<file path="config.mk">
export PLATFORM = sky130hd
export DESIGN_NAME = ebes_top
export DESIGN_NICKNAME = d
export VERILOG_FILES = /design/src/hw/ebes_pkg.sv /design/src/hw/ebes_top.sv /design/src/hw/ebes_mem.sv
export SDC_FILE = /design/constraint.sdc
export NUM_CORES = 1
export LEC_CHECK = 0
export BUFFER_PORTS_ARGS = -buffer_cell sky130_fd_sc_hd__buf_4
export CAP_MARGIN = 20
export CELL_PAD_IN_SITES_DETAIL_PLACEMENT = 1
export CELL_PAD_IN_SITES_GLOBAL_PLACEMENT = 2
export CORE_ASPECT_RATIO = 0.7
export CORE_UTILIZATION = 44
export DETAILED_ROUTE_END_ITERATION = 7
export PLACE_DENSITY = 0.89
export SKIP_CTS_REPAIR_TIMING = 1
export SLEW_MARGIN = 20
export SYNTH_ARGS = -nofsm -noshare
export SYNTH_HDL_FRONTEND = slang
export SYNTH_SLANG_ARGS = --single-unit
</file>
<file path="constraint.sdc">
create_clock -name i_mclk -period 3.3 [get_ports i_mclk]
set_input_delay 0 -clock i_mclk [delete_from_list [all_inputs] [get_ports i_mclk]]
set_output_delay 0 -clock i_mclk [all_outputs]
set_load 0.005 [all_outputs]
</file>
<file path="src/hw/ebes_pkg.sv">
// package for the expansion bus error supervisor: register map, field
// positions, reset values and timing counts.
// assumes a 20 MHz system clock and a 32-bit plain register port.
package ebes_pkg;

    // ==========================================================
    // clock and timing
    localparam int CLK_HZ = 20000000;
    localparam int HOLD_TIME_MS = 10000;
    localparam int HOLD_CYCLES = HOLD_TIME_MS * (CLK_HZ / 1000);
    localparam int RETRY_TIME_US = 1000;
    localparam int RETRY_CYCLES = RETRY_TIME_US * (CLK_HZ / 1000000);
    localparam int FLASH_TIME_MS = 250;
    localparam int FLASH_CYCLES = FLASH_TIME_MS * (CLK_HZ / 1000);

    // ==========================================================
    // sizes
    localparam int MOD_MAX = 7;
    localparam int OUT_WIDTH = 16;
    localparam int ADDR_W = 8;

    // ==========================================================
    // register offsets (byte addresses)
    localparam logic [7:0] REG_CFG_PRESENT = 8'h00;
    localparam logic [7:0] REG_CFG_OPTIONAL = 8'h04;
    localparam logic [7:0] REG_CFG_FAMILY = 8'h08;
    localparam logic [7:0] REG_CTRL = 8'h0C;
    localparam logic [7:0] REG_STATUS = 8'h10;
    localparam logic [7:0] REG_MOD_STATUS = 8'h14;
    localparam logic [7:0] REG_IRQ_STATUS = 8'h18;
    localparam logic [7:0] REG_IRQ_MASK = 8'h1C;
    localparam logic [7:0] REG_EMB_OUT = 8'h20;
    localparam logic [7:0] REG_EMB_IN = 8'h24;
    localparam logic [7:0] REG_HOLD_MAP = 8'h28;
    localparam logic [7:0] REG_EXP_OUT_BASE = 8'h40;

    // ==========================================================
    // field positions
    localparam int CTRL_RUN_BIT = 0;
    localparam int CTRL_INIT_BIT = 1;
    localparam int ST_BUS_ERR_BIT = 0;
    localparam int ST_START_ERR_BIT = 1;
    localparam int ST_RUN_BIT = 2;
    localparam int ST_MISMATCH_BIT = 3;
    localparam int ST_ZEROED_BIT = 4;
    localparam int IRQ_ERR_SET_BIT = 0;
    localparam int IRQ_ERR_CLR_BIT = 1;
    localparam int IRQ_ZERO_BIT = 2;
    localparam int IRQ_MISMATCH_BIT = 3;
    localparam int IRQ_W = 4;

    // ==========================================================
    // reset values
    localparam logic [31:0] RST_ZERO = 32'h0000_0000;
    localparam logic [IRQ_W-1:0] RST_IRQ_MASK = 4'h0;

    // ==========================================================
    // supervisor phase
    typedef enum logic [1:0] {
        EBES_STARTUP = 2'b00,
        EBES_RUN = 2'b01,
        EBES_FAULT = 2'b10
    } ebes_phase_t;

endpackage

</file>
<file path="src/hw/ebes_top.sv">
// expansion bus error supervisor: watches the configured expansion modules,
// raises the bus error, retries silent modules and holds or zeroes their outputs.
// assumes answer and embedded input pins are asynchronous to i_mclk.
`timescale 1ns/1ps

// Overview of operation
// - error when required configured module stays silent
// - check at startup and while running
// - runtime error: bit, status word, flashing led
// - keep retrying silent modules while error active
// - newer family: hold, then zero when one shared ten-second timer, started by the first held module, expires
// - older family: hold until power or init
// - logic and embedded I/O keep running
// - restored newer-family modules return to application control; older ones stay held until init
// - optional absent modules are no error
// - config mismatch stops expansion, embedded continues
module ebes_top
    import ebes_pkg::*;
#(
    parameter int N_MOD = MOD_MAX,
    parameter int HOLD_CNT = HOLD_CYCLES,
    parameter int RETRY_CNT = RETRY_CYCLES,
    parameter int FLASH_CNT = FLASH_CYCLES,
    parameter int EMB_W = 16
) (
    input wire logic i_mclk,
    input wire logic i_reset_n,
    input wire logic [ADDR_W-1:0] i_addr,
    input wire logic [31:0] i_wdata,
    input wire logic i_wr,
    input wire logic i_rd,
    output logic [31:0] o_rdata,
    output logic o_irq,
    input wire logic [N_MOD-1:0] i_mod_answer,
    input wire logic [EMB_W-1:0] i_emb_in,
    output logic [EMB_W-1:0] o_emb_out,
    output logic [N_MOD-1:0] o_retry_req,
    output logic o_exp_out_valid,
    output logic [2:0] o_exp_out_idx,
    output logic [OUT_WIDTH-1:0] o_exp_out_data,
    output logic o_err_led,
    output logic o_expansion_bus_error_bit
);

    localparam logic [31:0] HOLD_LAST = 32'(HOLD_CNT - 1);
    localparam logic [31:0] RETRY_LAST = 32'(RETRY_CNT - 1);
    localparam logic [31:0] FLASH_LAST = 32'(FLASH_CNT - 1);
    localparam logic [2:0] IDX_LAST = 3'(N_MOD - 1);

    // ==========================================================
    // input synchronisers
    logic [N_MOD-1:0] ans_meta_q, ans_q;
    logic [EMB_W-1:0] emb_meta_q, emb_q;

    always_ff @(posedge i_mclk or negedge i_reset_n) begin
        if (!i_reset_n) begin
            ans_meta_q <= '0;
            ans_q <= '0;
            emb_meta_q <= '0;
            emb_q <= '0;
        end else begin
            ans_meta_q <= i_mod_answer;
            ans_q <= ans_meta_q;
            emb_meta_q <= i_emb_in;
            emb_q <= emb_meta_q;
        end
    end

    // ==========================================================
    // configuration and control registers
    logic [N_MOD-1:0] present_q, optional_q, family_q;
    logic run_q;
    logic [IRQ_W-1:0] irq_mask_q, irq_stat_q, irq_stat_d;
    logic [EMB_W-1:0] emb_out_q;
    logic start_err_q;
    logic [31:0] rdata_q;

    wire wr_present = i_wr && (i_addr == REG_CFG_PRESENT);
    wire wr_optional = i_wr && (i_addr == REG_CFG_OPTIONAL);
    wire wr_family = i_wr && (i_addr == REG_CFG_FAMILY);
    wire wr_ctrl = i_wr && (i_addr == REG_CTRL);
    wire wr_mask = i_wr && (i_addr == REG_IRQ_MASK);
    wire wr_emb = i_wr && (i_addr == REG_EMB_OUT);
    wire wr_exp = i_wr && (i_addr >= REG_EXP_OUT_BASE) && (i_addr < REG_EXP_OUT_BASE + 8'(4 * N_MOD));
    wire [2:0] wr_exp_idx = 3'((i_addr - REG_EXP_OUT_BASE) >> 2);
    wire init_cmd = wr_ctrl && i_wdata[CTRL_INIT_BIT];
    wire rd_irq = i_rd && (i_addr == REG_IRQ_STATUS);

    always_ff @(posedge i_mclk or negedge i_reset_n) begin
        if (!i_reset_n) begin
            present_q <= '0;
            optional_q <= '0;
            family_q <= '0;
            run_q <= 1'b0;
            irq_mask_q <= RST_IRQ_MASK;
            emb_out_q <= '0;
        end else begin
            if (wr_present) present_q <= i_wdata[N_MOD-1:0];
            if (wr_optional) optional_q <= i_wdata[N_MOD-1:0];
            if (wr_family) family_q <= i_wdata[N_MOD-1:0];
            if (wr_ctrl) run_q <= i_wdata[CTRL_RUN_BIT];
            if (wr_mask) irq_mask_q <= i_wdata[IRQ_W-1:0];
            if (wr_emb) emb_out_q <= i_wdata[EMB_W-1:0];
        end
    end

    // embedded outputs never depend on expansion bus health
    assign o_emb_out = emb_out_q;

    // ==========================================================
    // failure detection
    // optional modules are masked out, so their absence is silent
    wire [N_MOD-1:0] required = present_q & ~optional_q;
    wire [N_MOD-1:0] failed = required & ~ans_q;
    wire bus_err = |failed;
    // an answering module that the configuration does not know
    wire mismatch = |(ans_q & ~present_q);

    logic bus_err_q, zero_any_q;
    ebes_phase_t phase_q, phase_d;

    always_comb begin
        phase_d = phase_q;
        case (phase_q)
            EBES_STARTUP: begin
                if (run_q) phase_d = bus_err ? EBES_FAULT : EBES_RUN;
            end
            EBES_RUN: begin
                if (!run_q) phase_d = EBES_STARTUP;
                else if (bus_err) phase_d = EBES_FAULT;
            end
            EBES_FAULT: begin
                if (!run_q) phase_d = EBES_STARTUP;
                else if (!bus_err) phase_d = EBES_RUN;
            end
            default: phase_d = EBES_STARTUP;
        endcase
    end

    always_ff @(posedge i_mclk or negedge i_reset_n) begin
        if (!i_reset_n) begin
            phase_q <= EBES_STARTUP;
            bus_err_q <= 1'b0;
            start_err_q <= 1'b0;
        end else begin
            phase_q <= phase_d;
            bus_err_q <= bus_err;
            // a failure seen while stopped in the same cycle as the init command still sets the flag
            if (!run_q && bus_err) start_err_q <= 1'b1;
            else if (init_cmd) start_err_q <= 1'b0;
        end
    end

    assign o_expansion_bus_error_bit = bus_err_q;

    // ==========================================================
    // retry pacing: one request per silent required module per retry tick
    logic [31:0] retry_cnt_q;
    logic [N_MOD-1:0] retry_q;
    wire retry_tick = (retry_cnt_q == RETRY_LAST);

    always_ff @(posedge i_mclk or negedge i_reset_n) begin
        if (!i_reset_n) begin
            retry_cnt_q <= '0;
            retry_q <= '0;
        end else begin
            retry_cnt_q <= retry_tick ? 32'h0000_0000 : retry_cnt_q + 32'h0000_0001;
            retry_q <= retry_tick ? failed : '0;
        end
    end

    assign o_retry_req = retry_q;

    // ==========================================================
    // per-module hold and zero state
    logic [N_MOD-1:0] hold_q, zero_q;
    logic [31:0] hold_cnt_q;
    wire [N_MOD-1:0] newer_waiting = hold_q & family_q & ~zero_q;
    wire hold_expired = (hold_cnt_q == HOLD_LAST);

    // single timer: restarts whenever no newer-family module is waiting
    always_ff @(posedge i_mclk or negedge i_reset_n) begin
        if (!i_reset_n) begin
            hold_cnt_q <= '0;
        end else if (init_cmd || !(|newer_waiting) || hold_expired) begin
            hold_cnt_q <= '0;
        end else begin
            hold_cnt_q <= hold_cnt_q + 32'h0000_0001;
        end
    end

    genvar g;
    generate
        for (g = 0; g < N_MOD; g++) begin : g_mod
            always_ff @(posedge i_mclk or negedge i_reset_n) begin
                if (!i_reset_n) begin
                    hold_q[g] <= 1'b0;
                    zero_q[g] <= 1'b0;
                end else if (init_cmd) begin
                    hold_q[g] <= 1'b0;
                    zero_q[g] <= 1'b0;
                end else if (failed[g]) begin
                    hold_q[g] <= 1'b1;
                    if (family_q[g] && hold_q[g] && hold_expired) zero_q[g] <= 1'b1;
                end else if (family_q[g]) begin
                    hold_q[g] <= 1'b0;
                    zero_q[g] <= 1'b0;
                end
            end
        end
    endgenerate

    // ==========================================================
    // expansion output exchange: scans every module, one per cycle
    logic [2:0] scan_q, scan1_q;
    logic valid_q;
    logic [2:0] idx_q;
    logic [OUT_WIDTH-1:0] data_q;
    logic [OUT_WIDTH-1:0] mem_rdata;

    // held modules ignore application writes, keeping their last values
    wire exp_we = wr_exp && !hold_q[wr_exp_idx];

    ebes_mem #(
        .DEPTH(N_MOD),
        .WIDTH(OUT_WIDTH),
        .AW(3)
    ) u_mem (
        .i_mclk(i_mclk),
        .i_reset_n(i_reset_n),
        .i_we(exp_we),
        .i_waddr(wr_exp_idx),
        .i_wdata(i_wdata[OUT_WIDTH-1:0]),
        .i_raddr(scan_q),
        .o_rdata(mem_rdata)
    );

    always_ff @(posedge i_mclk or negedge i_reset_n) begin
        if (!i_reset_n) begin
            scan_q <= '0;
            scan1_q <= '0;
            valid_q <= 1'b0;
            idx_q <= '0;
            data_q <= '0;
        end else begin
            scan_q <= (scan_q == IDX_LAST) ? 3'h0 : scan_q + 3'h1;
            scan1_q <= scan_q;
            idx_q <= scan1_q;
            // mismatch halts expansion traffic only
            valid_q <= run_q && !mismatch && present_q[scan1_q];
            data_q <= zero_q[scan1_q] ? '0 : mem_rdata;
        end
    end

    assign o_exp_out_valid = valid_q;
    assign o_exp_out_idx = idx_q;
    assign o_exp_out_data = data_q;

    // ==========================================================
    // error led flashes only while a runtime bus error stands
    logic [31:0] flash_cnt_q;
    logic led_q;
    wire flash_tick = (flash_cnt_q == FLASH_LAST);

    always_ff @(posedge i_mclk or negedge i_reset_n) begin
        if (!i_reset_n) begin
            flash_cnt_q <= '0;
            led_q <= 1'b0;
        end else if (phase_q != EBES_FAULT) begin
            flash_cnt_q <= '0;
            led_q <= 1'b0;
        end else begin
            flash_cnt_q <= flash_tick ? 32'h0000_0000 : flash_cnt_q + 32'h0000_0001;
            if (flash_tick) led_q <= ~led_q;
        end
    end

    assign o_err_led = led_q;

    // ==========================================================
    // interrupt status: set wins over the read clear
    logic mismatch_q, zero_any_d;
    assign zero_any_d = |zero_q;
    wire [IRQ_W-1:0] irq_evt = {mismatch && !mismatch_q, zero_any_d && !zero_any_q,
                                !bus_err && bus_err_q, bus_err && !bus_err_q};

    assign irq_stat_d = (rd_irq ? {IRQ_W{1'b0}} : irq_stat_q) | irq_evt;

    always_ff @(posedge i_mclk or negedge i_reset_n) begin
        if (!i_reset_n) begin
            irq_stat_q <= '0;
            mismatch_q <= 1'b0;
            zero_any_q <= 1'b0;
        end else begin
            irq_stat_q <= irq_stat_d;
            mismatch_q <= mismatch;
            zero_any_q <= zero_any_d;
        end
    end

    assign o_irq = |(irq_stat_q & irq_mask_q);

    // ==========================================================
    // read path: data stands for exactly the cycle after the strobe
    logic [31:0] rd_mux;
    wire [31:0] status_word = {27'h0, |zero_q, mismatch_q, run_q, start_err_q, bus_err_q};

    always_comb begin
        rd_mux = RST_ZERO;
        case (i_addr)
            REG_CFG_PRESENT: rd_mux = 32'(present_q);
            REG_CFG_OPTIONAL: rd_mux = 32'(optional_q);
            REG_CFG_FAMILY: rd_mux = 32'(family_q);
            REG_CTRL: rd_mux = {31'h0, run_q};
            REG_STATUS: rd_mux = status_word;
            REG_MOD_STATUS: rd_mux = 32'(failed);
            REG_IRQ_STATUS: rd_mux = 32'(irq_stat_q);
            REG_IRQ_MASK: rd_mux = 32'(irq_mask_q);
            REG_EMB_OUT: rd_mux = 32'(emb_out_q);
            REG_EMB_IN: rd_mux = 32'(emb_q);
            REG_HOLD_MAP: rd_mux = {16'h0, 1'b0, 7'(zero_q), 1'b0, 7'(hold_q)};
            default: rd_mux = RST_ZERO;
        endcase
    end

    always_ff @(posedge i_mclk or negedge i_reset_n) begin
        if (!i_reset_n) begin
            rdata_q <= '0;
        end else begin
            rdata_q <= i_rd ? rd_mux : RST_ZERO;
        end
    end

    assign o_rdata = rdata_q;

endmodule // ebes_top

</file>
<file path="src/hw/ebes_mem.sv">
// small memory for the application output word of each expansion module.
// assumes one write port and one read port on the same clock; read data registered.
`timescale 1ns/1ps

module ebes_mem #(
    parameter int DEPTH = 7,
    parameter int WIDTH = 16,
    parameter int AW = 3
) (
    input wire logic i_mclk,
    input wire logic i_reset_n,
    input wire logic i_we,
    input wire logic [AW-1:0] i_waddr,
    input wire logic [WIDTH-1:0] i_wdata,
    input wire logic [AW-1:0] i_raddr,
    output logic [WIDTH-1:0] o_rdata
);

    logic [WIDTH-1:0] mem_q [DEPTH];

    // ==========================================================
    // storage; cleared at reset so outputs start at zero
    always_ff @(posedge i_mclk or negedge i_reset_n) begin
        if (!i_reset_n) begin
            for (int k = 0; k < DEPTH; k++) begin
                mem_q[k] <= '0;
            end
        end else if (i_we && (int'(i_waddr) < DEPTH)) begin
            mem_q[i_waddr] <= i_wdata;
        end
    end

    always_ff @(posedge i_mclk or negedge i_reset_n) begin
        if (!i_reset_n) begin
            o_rdata <= '0;
        end else if (int'(i_raddr) < DEPTH) begin
            o_rdata <= mem_q[i_raddr];
        end else begin
            o_rdata <= '0;
        end
    end

endmodule // ebes_mem

</file>
# After elaboration in Yosys (flattened, before gate mapping)
# Cells that the tools add are included.
# classes
add_sub_neg	5
multipliers	0
n_div	0
order_cmp	9
n_eq_ne	27
shifts	0
n_mux	76
bitwise	14
n_reduce_logical	68
# op_table
op	count
one-hot mux 16 bit (11 select lines)	1
2-to-1 mux 32 bit	4
bitwise mux 112 bit	1
adder 32 x 1 -> 32 bit (second input constant)	3
2-to-1 mux 16 bit	6
2-to-1 mux 1 bit	49
binary-select mux 16 bit (select 3 bit)	1
demux 16 bit (select 3 bit)	1
AND 7 bit	5
logical AND 1 bit	34
equality test 32 x 15 -> 1 bit (second input constant)	1
equality test 32 x 23 -> 1 bit (second input constant)	1
equality test 32 x 28 -> 1 bit (second input constant)	1
equality test 8 x 5 -> 1 bit (second input constant)	4
inverter 7 bit	4
OR reduction 7 bit	4
equality test 8 x 6 -> 1 bit (second input constant)	3
!= test 3 x 2 -> 1 bit (second input constant)	7
nonzero test 3 bit	7
equality test 8 x 4 -> 1 bit (second input constant)	2
AND reduction 2 bit	7
2-to-1 mux 2 bit	6
binary-select mux 1 bit (select 3 bit)	3
equality test 8 x 3 -> 1 bit (second input constant)	1
other kinds (28)	43
# word_totals
reg_bits	386
latchBits	0
ram_bits	0
romBits	0
inputBits	67
output_inout_bits	78
elab_cells	248
n_memories	0

# Depth between registers and ports, before layout
# Gate-level depths: netlist of the first run.
# depth
depth_word	7
ltp_mapped	8
depth_no_buf	6

# Modules after synthesis
# Synthesis of the first run repeated with hierarchy kept, for this count alone.
# hier_totals
hier_cells	1386
hier_area_um2	16866.2
# by_module_without_submodules
module	instances	cells_per_inst	area_per_inst_um2	seq_area_each_um2
ebes_top	1	999	11232.0	6456.2
ebes_mem	1	387	5634.2	3203.1

# Worst setup path after synthesis of the first run
# No wires, ideal clock.
# synth_path
kind	reg-to-reg
startpoint	reg hold_cnt_q[0]
endpoint	reg hold_cnt_q[24]
setup_time_ps	119
t_arrival_ps	1813
required_ps	3181
slack_ps	1368
path_stages_with_launch	9
path_buffers	2
synth_period_minus_slack_ps	1932
path_cell_list	dfrtp_1 -> ha_1 -> and4_1 -> nand4_2 -> or3_1 -> buf_2 -> nand2b_1 -> buf_4 -> nor2_1
# synth_via
elab_chain_len	3
elab_cells_between_ends	4
cone_classes	add/sub (1); eq/ne (1); mux (1); reduce/logical (1)
# synth_lines
item	line_no	source
start: declaration	ebes_top.sv:177	logic [31:0] hold_cnt_q;
start signal: assignment	ebes_top.sv:188	hold_cnt_q <= hold_cnt_q + 32'h0000_0001;
parallel branches: the longest is 2 deep, another holds adder 32 x 1 -> 32 bit	n/a	
2-to-1 mux 32 bit *	ebes_top.sv:185	end else if (init_cmd || !(|newer_waiting) || hold_expired) begin
# Every way passes the cells marked *.
# A chain may end at the register's enable or synchronous reset.

# Worst setup path in the final report of the first run
# layout_path
startpoint	reg hold_cnt_q[0]
endpoint	reg hold_cnt_q[14]
# Same word-level chain as after synthesis.

==> results of run 1 <==
==> how the worst max path moves through the flow <==
stage / cells past startpoint / from / slack (ps) / to
after global routing: 7 / hold_cnt_q[0] / 750 / hold_cnt_q[3]
final: 7 / hold_cnt_q[0] / 900 / hold_cnt_q[14]
after detailed placement: 7 / hold_cnt_q[0] / 900 / hold_cnt_q[14]
after CTS: 7 / hold_cnt_q[0] / 890 / hold_cnt_q[14]
after floorplan: 8 / hold_cnt_q[0] / 1370 / hold_cnt_q[24]
after global placement: 7 / hold_cnt_q[0] / 960 / hold_cnt_q[21]
==> flip-flops by register name, indices dropped and copies added (netlist names), 16 cells and up <==
name and count:
retry_cnt_q 32, u_mem.mem_q 112, hold_cnt_q 32, flash_cnt_q 32
o_emb_out 16, emb_q 16, emb_meta_q 16, u_mem.o_rdata 16
o_rdata 16, o_exp_out_data 16
==> cell families after synthesis <==
logic type | count (synthesis)
fa+ha+maj | 3
xor+xnor | 85
flops | 386
buf+inv | 96
compound gates | 130
mux | 209
simple gates | 460
other cells | 1
==> metrics by stage <==
stage | cell area, µm² | total power [µW] | hold slack (ps) | setup WS [ps] | utilization
after CTS | 19400 | 10600 | -483 | 886 | 0.520
after global routing | 19900 | 10900 | 36.8 | 753 | 0.534
after floorplan | 16800 | 5590 | -296 | 1370 | -
after global placement | 18100 | 5940 | 110 | 956 | 0.485
after detailed placement | 18100 | 5980 | 110 | 902 | 0.485
final | 19900 | 10500 | 15.2 | 895 | 0.534
==> power by group through the flow <==
stage / clock network (µW) / logic, µW / registers, µW
finish: 4570 / 769 / 5190
CTS: 4650 / 726 / 5180
detailed placement: 0 / 719 / 5260
floorplan: 0 / 410 / 5180
global route: 4850 / 848 / 5210
global placement: 0 / 689 / 5250
==> Yosys cell counts, drive strengths merged (12+ instances only) <==
cell      n
nor4     22
a21oi    63
clkbuf   24
xor2     42
mux2    158
and3     18
inv      21
nand2    73
nor2    152
buf      51
mux4     19
xnor2    43
o21ai    14
nor3     20
dfrtp   386
or3      14
and2     28
nand2b   12
mux2i    32
a22oi    15
nand4    37
nand3    45
==> metal layers <==
metal,global-route usage,share of wire
met1,0.332,0.46
met2,0.364,0.47
met3,0.0372,0.048
met4,0.0716,0.024
met5,0,0
==> final cells by class <==
class,instances,area (µm²),share of cell area
repair buffers,184,1600,0.0804
clock inverters,11,148,0.00740
clock buffers,58,1160,0.0581
flip-flops and latches,386,9660,0.484
multi-input cells,903,6680,0.335
well taps,488,611,0.0306
inverters,21,78.8,0.00395
==> worst reg2reg max path, delay by kind of cell, from the launching register on <==
family / cells / cell delay (ps)
flops: 1 / 410
simple gates: 5 / 1320
fa+ha+maj: 1 / 240
buf+inv: 1 / 320
==> results.yml, run 1 <==
run_status:
  status: "complete, no violations"
detailed_routing:
  ant_nets: 0
  firstDrtPassIters: 5
  vias: 11500
  drtIter0Drc: 961
  vias_per_cell: 5.63
  post-route-drc-count: 0
  finalWirelength_um: 45300
  avgRoutedWirePerCell_um: 22.1
clock_tree:
  worstSkewPairLatency_ps: 560
  clock_sinks: 386
  ctsLongestPathBuffers: 3
  cts_max_level: 2
  clkTransAtPathRegs_ps: 70
  cts_tree: "yes"
  cts-root-buf: "clkbuf_16"
  cts_buffers: 39
worst_setup_path:
  cpLargestDelayFamily: "simple AND/OR/NAND/NOR gates"
  r2r_end: "hold_cnt_q[14]"
  r2r_cells: 7
  crit_path_end_kind: "flip-flop"
  path_buf_inv: 1
  crit_type: "reg2reg"
  cp.required_ps: 3700
  cp_slowest_stage_delay_ps: 590
  cp-start-kind: "flip-flop"
  crit_fanout: 30
  worstPathArrival_ps: 2810
  reg2reg_setup_slack_ps: 900
  cpMaxStageDelayCell: "or3_1"
  crit_chain: "ha_1, and4_1, nand4_2, or3_1, nand2b_1, buf_4, nor2_1"
  timing.rr.start: "hold_cnt_q[0]"
sta:
  worst_slew_pin_slew_ps: 986
  finalCriticalPeriod_ps: 2400
  setup_tns_ps: 0
  slew_violations: 0
  post-route-period-util: 0.729
  finalHoldViolations: 0
  setup_viol: 0
  relSlewSlack: 0.343
  rsz0062_at_grt: "false"
  timing.fmax_mhz: 416
  finalClockSkew_ps: 33.2
synth:
  synth_simple_gate_area_frac: 0.145
  avgSynthCellArea_um2: 12.3
  synth-edff-count: 0
  synth_top_area_frac: 0.576
  synth_flop_cell: "dfrtp_1"
  synthCells: 1370
  synthXorXnorAreaFrac: 0.0444
  ys_seq_area_frac: 0.576
  synth_area_leaders: "dfrtp_1 (58%), mux2_2 (9.3%), nor2_1 (3.4%)"
  syn_area_um2: 16800
  synthMuxAreaShare: 0.155
  yosysUniqueCellTypes: 65
  synthAdderAreaFrac: 0.00224
  async_flop_share: 1.00
  yosysTopAreaCell: "dfrtp_1"
  synth_top_family_by_area: "multiplexers"
  ys.warnings.count: 0
  ys_ff_latch: 386
  synth_compound_area_frac: 0.0475
placed_design:
  place_congestion: 0.836
  hpwl_um: 30100
  place_inst: 1932
  portBuffers: 112
power:
  swShare: 0.237
  power.leakage_uw: 0.00921
  p_clk_frac: 0.434
  power_frac_seq: 0.493
  power.share.combinational: 0.073
  p_per_area_nw_per_um2: 528
  ir_drop_mv: 0.422
  p_sw_uw: 2490
  p_int_uw: 8030
global_routing:
  grt_usage: 0.232
  grt_overflow: 0
  grt_pass1_vias: 11700
  grt_pass1_wl_um: 69400
  grt_max_degree: 123
  antenna_found_initial: 0
floorplanning:
  io_pins: 145
  start_util: 0.449
  die_x_um: 235
  coreArea_um2: 37400
  die_h_um: 165
  rows: 59
  dieArea_um2: 38900
cells_and_area:
  area_delta_synth_final_pct: 18.8
  insertedDiodeCount: 0
  final_cells: 2051
  final_cell_mix: "dfrtp_1 (385), nor2_1 (152), mux2_2 (138), buf_4 (128), nand2_1 (73)"
  drive_gt1_frac: 0.253
  n_fill_cell: 3804
  nets: 1605
  mostFrequentLayoutCell: "dfrtp_1"
min_path:
  hp-class: "in2reg"
  hold_start: "i_addr[7]"
  min_to: "o_rdata[0]"
  whs_path_depth: 4
run:
  drv_cap: 0
(Power assumes the default switching activity.)
==> inputs of run 2 (changes only) <==
- CORE_UTILIZATION: 44 -> 41
- PLACE_DENSITY: 0.89 -> 0.84
- clock period: 3.3 -> 2.28 ns (I/O delays scaled with it)
==> results.yml, run 2 (synthesis results as in run 1) <==
run_status:
  status: "finished with violations"
  violations: "hold timing"
clock_tree:
  clock_sinks: 386
  cts_tree: "yes"
  cts_buffers: 40
  cts_max_level: 2
  cts-root-buf: "clkbuf_16"
  ctsLongestPathBuffers: 3
  clkTransAtPathRegs_ps: 60
  worstSkewPairLatency_ps: 570
cells_and_area:
  nets: 1632
  insertedDiodeCount: 0
  drive_gt1_frac: 0.262
  final_cell_mix: "dfrtp_1 (384), nor2_1 (152), buf_4 (151), mux2_2 (138), nand2_1 (73)"
  multi_input_comb_area_um2: 6690
  final_cells: 2127
  top_register: "u_mem.mem_q"
  n_fill_cell: 4174
  largest_reg_flops: 112
  mostFrequentLayoutCell: "dfrtp_1"
  ff_latch_area_um2: 9660
  area_delta_synth_final_pct: 20.4
floorplanning:
  io_pins: 145
  start_util: 0.420
  dieArea_um2: 41800
  coreArea_um2: 40000
  rows: 61
  die_h_um: 171
  die_x_um: 244
sta:
  setup_tns_ps: 0
  finalClockSkew_ps: 25.9
  finalHoldViolations: 13
  post-route-period-util: 0.903
  finalCriticalPeriod_ps: 2060
  worst_slew_pin_slew_ps: 557
  slew_violations: 0
  relSlewSlack: 0.628
  timing.fmax_mhz: 486
  whs_ps: -11.8
  rsz0062_at_grt: "false"
  setup_viol: 0
worst_setup_path:
  crit_path_end_kind: "flip-flop"
  cpLargestDelayFamily: "simple AND/OR/NAND/NOR gates"
  crit_chain: "ha_1, and4_1, nand2_1, nor4_4, or2_1, buf_12, nor2_1"
  path_buf_inv: 1
  setup.worst_path.end: "flash_cnt_q[25]"
  cp_slowest_stage_delay_ps: 390
  r2r_cells: 7
  worstPathArrival_ps: 2490
  r2r_end: "flash_cnt_q[25]"
  cpMaxStageDelayCell: "nor4_4"
  cp.required_ps: 2710
  cp-start-kind: "flip-flop"
  crit_type: "reg2reg"
  timing.rr.start: "flash_cnt_q[0]"
  cp.depth: 7
  crit_fanout: 28
  reg2reg_setup_slack_ps: 220
  crit_start: "flash_cnt_q[0]"
power:
  power.leakage_uw: 0.00935
  power_uw: 15300
  p_int_uw: 11600
  p_per_area_nw_per_um2: 756
  power_frac_seq: 0.491
  power.share.combinational: 0.074
  p_clk_frac: 0.435
  swShare: 0.240
  ir_drop_mv: 0.589
  p_sw_uw: 3660
run:
  drv_cap: 0
detailed_routing:
  firstDrtPassIters: 5
  drtIter0Drc: 677
  vias_per_cell: 5.41
  ant_nets: 0
  post-route-drc-count: 0
  finalWirelength_um: 46400
  vias: 11500
  avgRoutedWirePerCell_um: 21.8
global_routing:
  grt_usage: 0.225
  grt_overflow: 0
  grt_max_degree: 81
  antenna_found_initial: 0
  grt_pass1_wl_um: 72400
  grt_pass1_vias: 12100
placed_design:
  portBuffers: 112
  hpwl_um: 31000
  place_inst: 2004
  place_congestion: 0.912
min_path:
  hp-class: "in2async"
run 2: cell types whose count changed in the layout (fill, tap and decap cells not counted), moves of 2 or more:
cell and delta:
buf_4 +23, clkbuf_1 +2, clkbuf_8 -5, clkinv_2 +4, clkinv_8 +2, dlygate4sd3_1 +3, or3_1 +2, or3_2 -2
run 2: worst min-delay path by stage:
stage / start / end / slack [ps] / depth (start not counted)
global route: i_addr[3] / o_rdata[0] / 40 / 4
detailed placement: i_reset_n / retry_cnt_q[16] / -20 / 1
floorplan: i_reset_n / ans_meta_q[0] / -300 / 0
global placement: i_reset_n / retry_cnt_q[16] / -20 / 1
finish: i_reset_n / retry_cnt_q[16] / -10 / 2
CTS: i_reset_n / retry_cnt_q[16] / -600 / 1
run 2: cell type report:
cell class | instances | area share
multi-input cells | 903 | 0.331
well taps | 535 | 0.0331
inverters | 21 | 0.00390
flip-flops and latches | 386 | 0.478
clock inverters | 17 | 0.0110
clock buffers | 55 | 0.0543
repair buffers | 210 | 0.0890
run 2: power by group through the flow:
stage / sequential [µW] / clock, µW / combinational [µW]
finish: 7500 / 6650 / 1140
global route: 7540 / 7070 / 1260
floorplan: 7500 / 0 / 593
detailed placement: 7610 / 0 / 1070
global placement: 7590 / 0 / 1030
CTS: 7490 / 6820 / 1080
run 2: per-layer routing:
metal / up-vias / share of wire / global-route usage
met5: - / 0 / 0
met4: 0 / 0.021 / 0.0595
met3: 68 / 0.039 / 0.0367
met2: 212 / 0.46 / 0.349
met1: 6047 / 0.48 / 0.328
li1: 5180 / - / -
run 2: stage by stage:
stage	utilization	hold WS [ps]	worst slack (ps)	instance area, µm²
global placement	0.459	-19.8	283	18400
detailed placement	0.459	-15.7	162	18400
floorplan	-	-296	348	16800
CTS	0.492	-604	155	19700
finish	0.505	-11.8	222	20200
global route	0.505	40.1	72.0	20200
==> inputs of run 3 (changes only) <==
- ABC_AREA: unset -> 1
- CORE_UTILIZATION: 41 -> 36
==> results.yml, run 3 <==
synth:
  ys.warnings.count: 0
  ys_ff_latch: 386
  async_flop_share: 1.00
  synth-edff-count: 0
  synth_flop_cell: "dfrtp_1"
  avgSynthCellArea_um2: 8.12
  synthCells: 2151
  post-synth-top-count-cell: "nand2_1"
  ys_seq_area_frac: 0.553
  yosysUniqueCellTypes: 35
  synth_top_area_frac: 0.553
  ys_top_cells_by_count: "nand2_1 (599), dfrtp_1 (386), nor2_1 (320)"
  synth_area_leaders: "dfrtp_1 (55%), nand2_1 (13%), nor2_1 (6.9%)"
  yosysTopAreaCell: "dfrtp_1"
  syn_area_um2: 17500
power:
  power_uw: 16200
  power.leakage_uw: 0.00980
  ir_drop_mv: 0.473
  p_per_area_nw_per_um2: 767
detailed_routing:
  drtIter0Drc: 931
  vias_per_cell: 4.95
  finalWirelength_um: 56100
  vias: 14900
  top_layer_used: "met4"
  wl_met3_um: 2370
  firstDrtPassIters: 5
  ant_nets: 0
  met2WireLength_um: 24500
  avgRoutedWirePerCell_um: 18.6
  m1WireLength_um: 28100
  post-route-drc-count: 0
floorplanning:
  die_x_um: 265
  dieArea_um2: 49400
  start_util: 0.365
  coreArea_um2: 47900
  die_h_um: 186
  rows: 67
  io_pins: 145
worst_setup_path:
  r2r_cells: 6
  cpMaxStageDelayCell: "nor2_1"
  cp-start-kind: "flip-flop"
  cpLargestDelayFamily: "simple AND/OR/NAND/NOR gates"
  crit_fanout: 8
  crit_type: "reg2reg"
  worstPathArrival_ps: 2370
  crit_path_frequent_cell: "nor2_1"
  cp.depth: 6
  cp.required_ps: 2700
  crit_chain: "ha_1, nand2_1, nor2_1, nand3_1, nor2_1, nor3_1"
  crit_path_end_kind: "flip-flop"
  cp_slowest_stage_delay_ps: 480
  path_buf_inv: 0
clock_tree:
  cts_tree: "yes"
  cts-root-buf: "clkbuf_16"
  clkTransAtPathRegs_ps: 60
  worstSkewPairLatency_ps: 560
  ctsLongestPathBuffers: 3
  cts_max_level: 2
  clock_sinks: 386
  cts_buffers: 42
run:
  drv_cap: 0
global_routing:
  grt_pass1_vias: 15500
  antenna_found_initial: 1
  grt_overflow: 0
  grt_usage: 0.231
  grt_pass1_wl_um: 89200
  grt_max_degree: 69
sta:
  finalClockSkew_ps: 24.4
  setup_tns_ps: 0
  post-route-period-util: 0.856
  finalCriticalPeriod_ps: 1950
  worst_slew_pin_slew_ps: 808
  finalHoldViolations: 3
  timing.fmax_mhz: 513
  slew_violations: 0
  whs_ps: -15.8
  relSlewSlack: 0.460
  setup_viol: 0
  rsz0062_at_grt: "false"
cells_and_area:
  area_delta_synth_final_pct: 20.7
  postLayoutCellArea_um2: 21100
  largest_reg_flops: 112
  nets: 2397
  insertedDiodeCount: 0
  drive_gt1_frac: 0.106
  n_fill_cell: 5694
  top_register: "u_mem.mem_q"
  final_cell_mix: "nand2_1 (599), dfrtp_1 (386), nor2_1 (320), inv_1 (200), o21ai_0 (170)"
  final_core_util: 0.441
  mostFrequentLayoutCell: "nand2_1"
placed_design:
  place_congestion: 0.897
  hpwl_um: 40300
  portBuffers: 112
  placed_cell_area_um2: 19200
min_path:
  hp-class: "in2async"
run_status:
  status: "finished with violations"
  violations: "hold timing"
## run 3: changes by cell type after synthesis, moves of 25 or more
cell / before / now
o21ai_0: 14 / 170
a21oi_1: 63 / 24
mux2i_1: 32 / 0
and2_1: 26 / 0
nor3_1: 19 / 52
nand3_1: 44 / 117
nand2_1: 73 / 599
inv_1: 21 / 200
xnor2_1: 43 / 18
nor2_1: 152 / 320
o21ai_1: 0 / 69
mux2_2: 138 / 0
## run 3: final timing paths
kind,from,end,slack (ps)
worst min register to register,ans_meta_q[5],ans_q[5],350
worst min-delay path,i_reset_n,hold_cnt_q[22],-20
worst max register to register,retry_cnt_q[0],retry_cnt_q[14],330
min in group i_mclk,i_wdata[3],optional_q[3],20
worst max-delay path,retry_cnt_q[0],retry_cnt_q[14],330
max in group asynchronous,i_reset_n,retry_cnt_q[8],1410
## run 3: cell type report
| class | instances | area [µm²] | area share |
|---|---|---|---|
| clock buffer | 54 | 1170 | 0.0554 |
| tap | 655 | 820 | 0.0389 |
| timing repair buffer | 200 | 1650 | 0.0782 |
| multi-input combinational | 1494 | 6690 | 0.317 |
| clock inverter | 23 | 338 | 0.0160 |
| sequential | 386 | 9660 | 0.458 |
| inverter | 203 | 762 | 0.0361 |
## run 3: kinds of logic after synthesis
| group | count (synthesis) | share of synthesized area |
|---|---|---|
| DFF | 386 | 0.553 |
| AOI/OAI and AO/OA | 289 | 0.0863 |
| buffers and inverters | 286 | 0.0674 |
| adders and majority gates | 3 | 0.00215 |
| xor gates and xnor gates | 60 | 0.0301 |
| other | 1 | 0.000215 |
| and+or+nand+nor | 1126 | 0.261 |
## run 3: through the flow
step / hold WS (ps) / setup WS [ps] / instances
floorplan: -296 / 605 / 2166
global placement: -21.5 / 400 / 2902
detailed placement: -28.7 / 340 / 2902
CTS: -605 / 322 / 2979
global route: 31.8 / 100 / 3015
finish: -15.8 / 329 / 3015
## run 3: power by group
| group | switching, µW | internal [µW] | total [µW] |
|---|---|---|---|
| combinational | 675 | 428 | 1100 |
| clock | 2910 | 4540 | 7450 |
| sequential | 328 | 7290 | 7620 |
| total | 3910 | 12300 | 16200 |
## run 3: metal layers
metal	up-vias	GRT usage
li1	7132	-
met1	7421	0.348
met2	274	0.348
met3	84	0.0325
met4	0	0.0534
met5	-	0
